===== src/hw/rci_regs.vh =====
// constants for the reset cause and interrupt unit
// Functional notes
// RULE1: power-on clears flag; other resets leave it
// RULE2: crystal start-up 72 ms plus 1024 periods
// RULE3: time-out/power-down flags follow reset cause
// RULE4: resets load 000h; irq wake vectors 0004h
// RULE5: converter wake sets done, clears running
// RULE6: four sources: timer, pin, port, converter
// RULE7: flags set regardless of any enable
// RULE8: global enable gates; vector at once (code vectors after the RULE15 latency)
// RULE9: any reset clears global enable
// RULE10: return-from-interrupt sets global enable
// RULE11: taking irq clears enable, pushes, vectors
// RULE12: software clears flag before re-enabling
// RULE13: converter flag/enable plus peripheral gate
// RULE14: pin, port, timer flags in control reg
// RULE15: latency three or four instruction cycles
// RULE16: sleep clears power-down, sets time-out
// RULE17: timer overflow flag bit 2, enable 5
// RULE18: pin edge per select; flag bit 1
// RULE19: write zero clears; event beats clear
`ifndef RCI_REGS_VH
`define RCI_REGS_VH
// register offsets
`define RCI_A_STATUS 8'h03
`define RCI_A_INTERRUPT_CONTROL 8'h0b
`define RCI_A_PIR 8'h0c
`define RCI_A_CONV 8'h1f
`define RCI_A_OPTION 8'h81
`define RCI_A_PIE 8'h8c
`define RCI_A_POWER_CONTROL_STATUS 8'h8e
`define RCI_A_EVSTS 8'h90
`define RCI_A_EVMSK 8'h91
// field positions
`define RCI_B_POR 1
`define RCI_B_PD 3
`define RCI_B_TO 4
`define RCI_B_GIE 7
`define RCI_B_PEIE 6
`define RCI_B_TIMER_OVERFLOW_ENABLE 5
`define RCI_B_INTE 4
`define RCI_B_GPIE 3
`define RCI_B_TIMER_OVERFLOW_FLAG 2
`define RCI_B_EXTERNAL_IRQ_FLAG 1
`define RCI_B_PORT_CHANGE_FLAG 0
`define RCI_B_CONVERTER_DONE_FLAG 6
`define RCI_B_CRUN 3
`define RCI_B_EDGE 6
// reset values
`define RCI_RST_OPTION 8'hff
`define RCI_RST_EVSTS 4'h1
// program counter targets
`define RCI_PC_RESET 13'h0000
`define RCI_PC_VECTOR 13'h0004
// oscillator modes
`define RCI_M_LP 3'h0
`define RCI_M_XT 3'h1
`define RCI_M_HS 3'h2
`define RCI_M_INTERNAL_RC_MODE 3'h4
`define RCI_M_EXTERNAL_RC_MODE 3'h6
// timing
`define RCI_PWRT_MS 72
`define RCI_CLK_KHZ 40000
`define RCI_OST_TOSC 1024
`define RCI_IRQ_LAT 2'h3
`endif


===== src/hw/rci_top.v =====
// reset cause recording, start-up delays and vectored interrupt logic
//
// Strobed register access was decided locally.
`timescale 1ns/1ps
`include "rci_regs.vh"
module rci_top #(
   parameter CNT_W = 22,
   parameter PWRT_CYC = `RCI_PWRT_MS * `RCI_CLK_KHZ,
   parameter OST_CYC = `RCI_OST_TOSC
) (
   input wire core_clk_i,
   input wire rstn_i,
   input wire external_reset_pin_n_i,
   input wire external_irq_pin_i,
   input wire power_up_timer_enable_n_i,
   input wire [2:0] osc_mode_i,
   input wire wdt_timeout_i,
   input wire sleep_exec_i,
   input wire return_from_interrupt_i,
   input wire timer_overflow_i,
   input wire port_change_i,
   input wire conv_done_i,
   input wire [7:0] addr_i,
   input wire [7:0] wdata_i,
   input wire wr_i,
   input wire rd_i,
   output reg [7:0] rdata_o,
   output reg pc_load_o,
   output reg [12:0] pc_value_o,
   output reg stack_push_o,
   output reg resume_o,
   output reg core_hold_o,
   output reg irq_o
);

   // one-hot sequencer states
   localparam ST_POR = 7'h01;
   localparam ST_PWRT = 7'h02;
   localparam ST_OST = 7'h04;
   localparam ST_HOLD = 7'h08;
   localparam ST_RUN = 7'h10;
   localparam ST_SLEEP = 7'h20;
   localparam ST_WAKE = 7'h40;

   // loads are cut to the counter width on purpose
   localparam integer PWRT_M1 = PWRT_CYC - 1;
   localparam integer OST_M1 = OST_CYC - 1;
   localparam [CNT_W-1:0] PWRT_LD = PWRT_M1[CNT_W-1:0];
   localparam [CNT_W-1:0] OST_LD = OST_M1[CNT_W-1:0];

   // crystal families need the oscillator start-up wait
   function is_xtal;
      input [2:0] m;
      begin
         is_xtal = (m == `RCI_M_LP) | (m == `RCI_M_XT) | (m == `RCI_M_HS);
      end
   endfunction

   reg [6:0] state_r;
   reg [CNT_W-1:0] cnt_r;
   reg from_wake_r;
   reg wake_irq_r;
   reg [1:0] q_r;
   reg [1:0] lat_r;
   reg lat_act_r;
   // pin synchronisers
   reg external_reset_pin_s1_r;
   reg external_reset_pin_s2_r;
   reg ext_s1_r;
   reg ext_s2_r;
   reg ext_d_r;
   // fills with ones once the pin samples have reached the edge flop
   reg [2:0] ext_arm_r;
   // software visible state
   reg por_flag_r;
   reg to_r;
   reg pd_r;
   reg [7:0] interrupt_control_r;
   reg converter_done_flag_r;
   reg adie_r;
   reg [7:0] conv_r;
   reg [7:0] opt_r;
   reg [3:0] evs_r;
   reg [3:0] evm_r;

   // two flops before any logic sees a pin
   always @(posedge core_clk_i) begin
      if (!rstn_i) begin
         external_reset_pin_s1_r <= 1'b0;
         external_reset_pin_s2_r <= 1'b0;
         ext_s1_r <= 1'b0;
         ext_s2_r <= 1'b0;
         ext_d_r <= 1'b0;
         ext_arm_r <= 3'h0;
      end else begin
         external_reset_pin_s1_r <= external_reset_pin_n_i;
         external_reset_pin_s2_r <= external_reset_pin_s1_r;
         ext_s1_r <= external_irq_pin_i;
         ext_s2_r <= ext_s1_r;
         ext_d_r <= ext_s2_r;
         ext_arm_r <= {ext_arm_r[1:0], 1'b1};
      end
   end

   // edge select picks rising or falling edge
   wire ext_raw = opt_r[`RCI_B_EDGE] ? (ext_s2_r & ~ext_d_r)
                                     : (~ext_s2_r & ext_d_r); // [RULE18]
   // the flops reset low, so an idle-high pin would fake a rising edge
   // right after reset; edges count only once both flops hold pin samples
   wire ext_edge = ext_raw & ext_arm_r[2]; // [RULE18]

   wire wr_ic = wr_i & (addr_i == `RCI_A_INTERRUPT_CONTROL);
   wire wr_pir = wr_i & (addr_i == `RCI_A_PIR);
   wire wr_evs = wr_i & (addr_i == `RCI_A_EVSTS);

   // flags: event wins over a clearing write
   wire [2:0] ic_ev = {timer_overflow_i, ext_edge, port_change_i}; // [RULE6] [RULE7]
   wire [2:0] ic_fl_nxt = ic_ev | (wr_ic ? wdata_i[2:0] : interrupt_control_r[2:0]); // [RULE19]
   wire converter_done_flag_nxt = conv_done_i | (wr_pir ? wdata_i[`RCI_B_CONVERTER_DONE_FLAG] : converter_done_flag_r); // [RULE19]
   wire [7:0] ic_nxt = {wr_ic ? wdata_i[7:3] : interrupt_control_r[7:3], ic_fl_nxt}; // [RULE14]

   // any enabled request, global enable not yet applied
   wire irq_any = (ic_nxt[`RCI_B_TIMER_OVERFLOW_FLAG] & ic_nxt[`RCI_B_TIMER_OVERFLOW_ENABLE])
                | (ic_nxt[`RCI_B_EXTERNAL_IRQ_FLAG] & ic_nxt[`RCI_B_INTE])
                | (ic_nxt[`RCI_B_PORT_CHANGE_FLAG] & ic_nxt[`RCI_B_GPIE])
                | (ic_nxt[`RCI_B_PEIE] & converter_done_flag_nxt & adie_r); // [RULE13]
   wire global_irq_enable = ic_nxt[`RCI_B_GIE];
   wire bnd = (q_r == 2'h3);

   // reset-cause and wake events for the sticky status
   wire in_run = (state_r == ST_RUN);
   wire in_slp = (state_r == ST_SLEEP);
   wire ev_ext = ~external_reset_pin_s2_r & (in_run | in_slp);
   wire ev_wdt = wdt_timeout_i & in_run & ~ev_ext;
   wire ev_wake = (state_r == ST_WAKE);
   wire soft_rst = ev_ext | ev_wdt;
   wire [3:0] evs_set = {ev_wake, ev_wdt, ev_ext, 1'b0};
   wire [3:0] evs_clr = wr_evs ? wdata_i[3:0] : 4'h0;

   // main sequencer and registers
   always @(posedge core_clk_i) begin
      if (!rstn_i) begin
         state_r <= ST_POR;
         cnt_r <= {CNT_W{1'b0}};
         from_wake_r <= 1'b0;
         wake_irq_r <= 1'b0;
         q_r <= 2'h0;
         lat_r <= 2'h0;
         lat_act_r <= 1'b0;
         por_flag_r <= 1'b0; // [RULE1]
         to_r <= 1'b1; // [RULE3]
         pd_r <= 1'b1; // [RULE3]
         interrupt_control_r <= 8'h00; // [RULE9]
         converter_done_flag_r <= 1'b0;
         adie_r <= 1'b0;
         conv_r <= 8'h00;
         opt_r <= `RCI_RST_OPTION;
         evs_r <= `RCI_RST_EVSTS;
         evm_r <= 4'h0;
         pc_load_o <= 1'b0;
         pc_value_o <= `RCI_PC_RESET;
         stack_push_o <= 1'b0;
         resume_o <= 1'b0;
         core_hold_o <= 1'b1;
         irq_o <= 1'b0;
      end else begin
         pc_load_o <= 1'b0;
         stack_push_o <= 1'b0;
         resume_o <= 1'b0;
         q_r <= q_r + 2'h1;
         irq_o <= |(evs_r & evm_r);
         evs_r <= evs_set | (evs_r & ~evs_clr);
         interrupt_control_r <= ic_nxt;
         converter_done_flag_r <= converter_done_flag_nxt;
         // plain register writes
         if (wr_i) begin
            case (addr_i)
               `RCI_A_POWER_CONTROL_STATUS: por_flag_r <= wdata_i[`RCI_B_POR];
               `RCI_A_PIE: adie_r <= wdata_i[`RCI_B_CONVERTER_DONE_FLAG];
               `RCI_A_CONV: conv_r <= wdata_i;
               `RCI_A_OPTION: opt_r <= wdata_i;
               `RCI_A_EVMSK: evm_r <= wdata_i[3:0];
               default: ;
            endcase
         end
         case (state_r)
            ST_POR: begin
               core_hold_o <= 1'b1;
               from_wake_r <= 1'b0;
               // timer enable is active low
               if (!power_up_timer_enable_n_i) begin
                  cnt_r <= PWRT_LD;
                  state_r <= ST_PWRT; // [RULE2]
               end else if (is_xtal(osc_mode_i)) begin
                  cnt_r <= OST_LD;
                  state_r <= ST_OST; // [RULE2]
               end else begin
                  state_r <= ST_HOLD;
               end
            end
            ST_PWRT: begin
               if (cnt_r == {CNT_W{1'b0}}) begin
                  if (is_xtal(osc_mode_i)) begin
                     cnt_r <= OST_LD;
                     state_r <= ST_OST; // [RULE2]
                  end else begin
                     state_r <= ST_HOLD;
                  end
               end else begin
                  cnt_r <= cnt_r - {{(CNT_W-1){1'b0}}, 1'b1};
               end
            end
            ST_OST: begin
               if (cnt_r == {CNT_W{1'b0}}) begin
                  state_r <= from_wake_r ? ST_WAKE : ST_HOLD;
               end else begin
                  cnt_r <= cnt_r - {{(CNT_W-1){1'b0}}, 1'b1};
               end
            end
            ST_HOLD: begin
               // delays may expire while the pin is still low
               core_hold_o <= 1'b1;
               if (external_reset_pin_s2_r) begin
                  pc_load_o <= 1'b1;
                  pc_value_o <= `RCI_PC_RESET; // [RULE4]
                  core_hold_o <= 1'b0;
                  state_r <= ST_RUN;
               end
            end
            ST_RUN: begin
               if (return_from_interrupt_i) begin
                  interrupt_control_r[`RCI_B_GIE] <= 1'b1; // [RULE10]
               end
               if (sleep_exec_i) begin
                  pd_r <= 1'b0; // [RULE16]
                  to_r <= 1'b1; // [RULE16]
                  lat_act_r <= 1'b0;
                  core_hold_o <= 1'b1;
                  state_r <= ST_SLEEP;
               end else if (!(global_irq_enable & irq_any)) begin
                  // request withdrawn, drop the pipeline
                  lat_act_r <= 1'b0;
               end else if (bnd) begin
                  // sampled on instruction boundaries only, so the
                  // length of the running instruction does not matter
                  if (!lat_act_r) begin
                     lat_act_r <= 1'b1;
                     lat_r <= `RCI_IRQ_LAT; // [RULE15]
                  end else if (lat_r == 2'h1) begin
                     lat_act_r <= 1'b0;
                     pc_load_o <= 1'b1;
                     pc_value_o <= `RCI_PC_VECTOR; // [RULE11] [RULE8]
                     stack_push_o <= 1'b1; // [RULE11]
                     interrupt_control_r[`RCI_B_GIE] <= 1'b0; // [RULE11]
                  end else begin
                     lat_r <= lat_r - 2'h1;
                  end
               end
               if (ev_wdt) begin
                  to_r <= 1'b0; // [RULE3]
               end
            end
            ST_SLEEP: begin
               core_hold_o <= 1'b1;
               if (wdt_timeout_i | irq_any) begin
                  if (wdt_timeout_i) begin
                     to_r <= 1'b0; // [RULE3]
                     wake_irq_r <= 1'b0;
                  end else begin
                     to_r <= 1'b1; // [RULE3]
                     wake_irq_r <= global_irq_enable;
                  end
                  pd_r <= 1'b0; // [RULE3]
                  if (conv_done_i) begin
                     conv_r[`RCI_B_CRUN] <= 1'b0; // [RULE5]
                  end
                  if (is_xtal(osc_mode_i)) begin
                     cnt_r <= OST_LD; // [RULE2]
                     from_wake_r <= 1'b1;
                     state_r <= ST_OST;
                  end else begin
                     state_r <= ST_WAKE;
                  end
               end
            end
            ST_WAKE: begin
               // continue at the next address unless vectored
               core_hold_o <= 1'b0;
               from_wake_r <= 1'b0;
               resume_o <= 1'b1;
               if (wake_irq_r) begin
                  pc_load_o <= 1'b1;
                  pc_value_o <= `RCI_PC_VECTOR; // [RULE4]
                  stack_push_o <= 1'b1; // [RULE11]
                  interrupt_control_r[`RCI_B_GIE] <= 1'b0; // [RULE11]
               end
               state_r <= ST_RUN;
            end
            default: begin
               state_r <= ST_POR;
            end
         endcase
         // pin and watchdog resets override state, interrupt (all but the port change flag), converter and option settings above;
         // power-on flag is deliberately left alone here
         if (soft_rst) begin
            if (ev_ext & in_slp) begin
               to_r <= 1'b1; // [RULE3]
               pd_r <= 1'b0; // [RULE3]
            end
            interrupt_control_r <= {7'h00, interrupt_control_r[`RCI_B_PORT_CHANGE_FLAG]}; // [RULE9]
            converter_done_flag_r <= 1'b0;
            adie_r <= 1'b0;
            conv_r <= 8'h00;
            opt_r <= `RCI_RST_OPTION;
            lat_act_r <= 1'b0;
            pc_load_o <= 1'b0;
            stack_push_o <= 1'b0;
            core_hold_o <= 1'b1;
            state_r <= ST_HOLD; // [RULE1]
         end
      end
   end

   // read data appear the cycle after the strobe
   always @(posedge core_clk_i) begin
      if (!rstn_i) begin
         rdata_o <= 8'h00;
      end else if (rd_i) begin
         case (addr_i)
            `RCI_A_STATUS: rdata_o <= {3'h0, to_r, pd_r, 3'h0};
            `RCI_A_POWER_CONTROL_STATUS: rdata_o <= {6'h00, por_flag_r, 1'b0};
            `RCI_A_INTERRUPT_CONTROL: rdata_o <= interrupt_control_r;
            `RCI_A_PIR: rdata_o <= {1'b0, converter_done_flag_r, 6'h00};
            `RCI_A_PIE: rdata_o <= {1'b0, adie_r, 6'h00};
            `RCI_A_CONV: rdata_o <= conv_r;
            `RCI_A_OPTION: rdata_o <= opt_r;
            `RCI_A_EVSTS: rdata_o <= {4'h0, evs_r};
            `RCI_A_EVMSK: rdata_o <= {4'h0, evm_r};
            default: rdata_o <= 8'h00;
         endcase
      end else begin
         rdata_o <= 8'h00;
      end
   end

endmodule


===== config.mk =====
export PLATFORM = sky130hd
export DESIGN_NAME = rci_top
export DESIGN_NICKNAME = d
export VERILOG_FILES = /design/src/hw/rci_top.v
export VERILOG_INCLUDE_DIRS = /design/src /design/src/hw
export SDC_FILE = /design/constraint.sdc
export NUM_CORES = 1
export LEC_CHECK = 0
export BUFFER_PORTS_ARGS = -buffer_cell sky130_fd_sc_hd__buf_4
export CAP_MARGIN = 20
export CORE_ASPECT_RATIO = 2
export CORE_MARGIN = 3
export CORE_UTILIZATION = 30
export CTS_CLUSTER_SIZE = 24
export DETAILED_ROUTE_END_ITERATION = 16
export GPL_TIMING_DRIVEN = 1
export PLACE_DENSITY = 0.45
export SKIP_CTS_REPAIR_TIMING = 1
export SLEW_MARGIN = 20
export SYNTH_ARGS = -nofsm -noshare
export SYNTH_HDL_FRONTEND = slang
export SYNTH_SLANG_ARGS = --single-unit

===== constraint.sdc =====
create_clock -name core_clk_i -period 8 [get_ports core_clk_i]
set_clock_uncertainty 0.15 [all_clocks]
set_input_delay 0 -clock core_clk_i [delete_from_list [all_inputs] [get_ports core_clk_i]]
set_output_delay 0 -clock core_clk_i [all_outputs]
set_load 0.02 [all_outputs]

==> summary.txt <==
STA
  – Worst-margin pin slew: 999.9 ps
  – Final worst path period share: 45.68%
  – Min Tclk post-route: 3654 ps
  – RSZ-0062 raised after global routing: false
  – Fmax: 273.7 MHz
  – Hold_ws: -18.10 ps
  – Worst rel slew slack: 32.79%
  – Final setup TNS: 0 ps
  – Final Hold Viols: 1
  – Finish-stage setup viols: 0
  – Pins Over Slew Limit: 0

Clock network
  – CTS max path bufs: 2
  – Total CTS buffers: 9
  – Clock-pin transition on the worst setup and hold timing paths: 70 ps
  – Clk_lat worst skew: 350 ps
  – Root buf cell: clkbuf_16
  – CTS tree: built
  – CTS H-tree lvls: 3
  – Total clock sinks: 95

Worst setup path
  – CP cell instances: nor3_2, nand2_1, nor3_1, a21oi_1, nand2_1, a311oi_1, dlygate4sd3_1
  – Crit path required time: 8090 ps
  – CP Class: reg2reg
  – CP dominant cell by count: nand2_1
  – Kind of end point of the critical path: flip-flop
  – Crit-path max FO: 20
  – Worst path max stage delay: 750 ps
  – Crit path DAT: 3740 ps
  – CP max-delay cell: nand2_1
  – Startpoint types: flip-flop

Synth
  – Most numerous cell in the Yosys netlist: dfxtp_1
  – #FFs+latches synth: 95
  – Post-synth EDFFs: 0
  – Commonest cells post-synth: 95 x dfxtp_1, 68 x nand2_1, 47 x a21oi_1
  – Post-Syn Instances: 593
  – Fraction of registers with async set/reset: 0%
  – Register area share after synthesis: 37.75%
  – Ys flop type: dfxtp_1
  – Leading post-synthesis cells by cell area: dfxtp_1 38%, nand2_1 5.1%, a21oi_1 4.7%
  – Synthesized area: 5039 sq um
  – Synthesis Warnings: 0
  – Yosys top cell area share: 37.75%
  – Netlist cell types: 84
  – Syn avg cell area: 8.497 sq um
  – Area leader, netlist: dfxtp_1

Detailed routing
  – Vias post-DR: 4909
  – DRT antenna net count: 0
  – First drt pass iteration count: 5
  – Final wirelength: 16830 microns
  – Via-per-instance ratio: 5.702
  – Wire length per cell: 19.55 microns
  – Initial DRC count: 237
  – Post-route DRC: 0

Floorplanning
  – Core area: 16350 sq um
  – Rows: 66
  – IO Pins: 58
  – Die Y-Extent: 189.3 microns
  – Die X: 97.64 microns
  – Initial Util: 30.82%
  – Area of the die: 18480 sq um

Power and ir drop
  – P_leak: 2.272 nW
  – Peak supply drop: 143.6 uV
  – PwrDens: 246.2 nW/um^2

Status
  – Status: finished, violations left
  – Failing checks: negative hold slack

Flow run
  – Maxcap violations: 0

Global routing
  – Grt ovf: 0
  – Initial antenna violation count: 0
  – First-pass GRT wire length: 26280 microns
  – Largest net degree at the start of global routing: 41
  – Vias in the first global route: 4958
  – Gr usage total: 18.06%

Hold path
  – Worst Hold Class: in2reg

Placed design
  – DP Wirelength: 12770 microns
  – RD Place Congestion: 0.8636
  – Port buffer count: 45

Layout
  – # fillers: 1750
  – Diodes inserted: 0
  – Fin util: 37.13%
  – Fin nets: 687
  – Share of layout cells above drive strength 1: 15.83%
  – Layout area overhead: 20.49%
registers in the layout (all words and copies together) (netlist names), 3 cells and up:
name and count:
cnt_r 22, conv_r 8, evm_r 4, evs_r 4, ext_arm_r 3, interrupt_control_r 8
opt_r 8, rdata_o 8, state_r 7
per-stage QoR:
step	power [mW]	area (sq um)	worst slack [ps]	std cells
floorplan	0.9459	5080	5216	604
global placement	1.059	5483	4633	816
detailed placement	1.063	5483	4473	816
CTS	1.498	5786	4438	832
global route	1.583	6071	4057	861
finish	1.494	6071	4346	861
logic make-up after synthesis:
kind of cell	after synthesis	synth area share, %
simple gates	253	26.84
compound gates	165	24.91
flops	95	37.75
buf+inv	56	5.687
mux	17	3.476
fa+ha+maj	3	0.7451
xor+xnor	3	0.5216
other cells	1	0.07443
cell type report:
type | count | area (sq um) | share of cell area [%]
clock buffer | 9 | 225.2 | 3.710
multi-input combinational | 453 | 2898 | 47.73
inverter | 14 | 52.55 | 0.8656
tap | 204 | 255.2 | 4.204
clock inverter | 7 | 77.57 | 1.278
sequential | 95 | 1902 | 31.33
timing repair buffer | 79 | 660.6 | 10.88
worst paths after layout:
path	start	to	slack, ps	depth (start not counted)
setup / recovery	state_r[2]	conv_r[3]	4350	7
hold / removal	addr_i[7]	adie_r	-20	4
hold reg to reg	q_r[0]	q_r[0]	270	1
setup reg to reg	state_r[2]	conv_r[3]	4350	7
where the power goes:
group / internal [mW] / total, mW / switching [mW]
Clock: 0.221 / 0.431 / 0.209
Sequential: 0.528 / 0.605 / 0.0777
Combinational: 0.167 / 0.458 / 0.291
placed cells by master (no fill, tap or decap), types with 8 or more instances in the layout:
master and count:
nor3_1 22, conb_1 12, a21oi_1 47, o31ai_1 8
nand4_1 10, and2_1 13, dlygate4sd3_1 28, nor2_1 46
mux2i_1 13, o21a_1 11, nor4_1 11, dfxtp_1 95
a31oi_1 15, buf_4 50, nand3_1 25, o21ai_0 9
nand2_1 68, a22oi_1 8, inv_1 13, clkbuf_16 9
layer usage:
layer	share of wire (%)	track usage [%]
met2	57	35.54
met1	34	16.47
met5	0	0
met3	3.6	2.876
met4	5.6	12.00
worst max-delay path, delay by kind of cell (launching register included):
| kind | cells | cell delay [ps] |
|---|---|---|
| AOI/OAI and AO/OA | 2 | 430 |
| buffers and inverters | 1 | 590 |
| DFF | 1 | 400 |
| and+or+nand+nor | 4 | 1980 |
No activity file was read; power rests on OpenSTA's default activity.
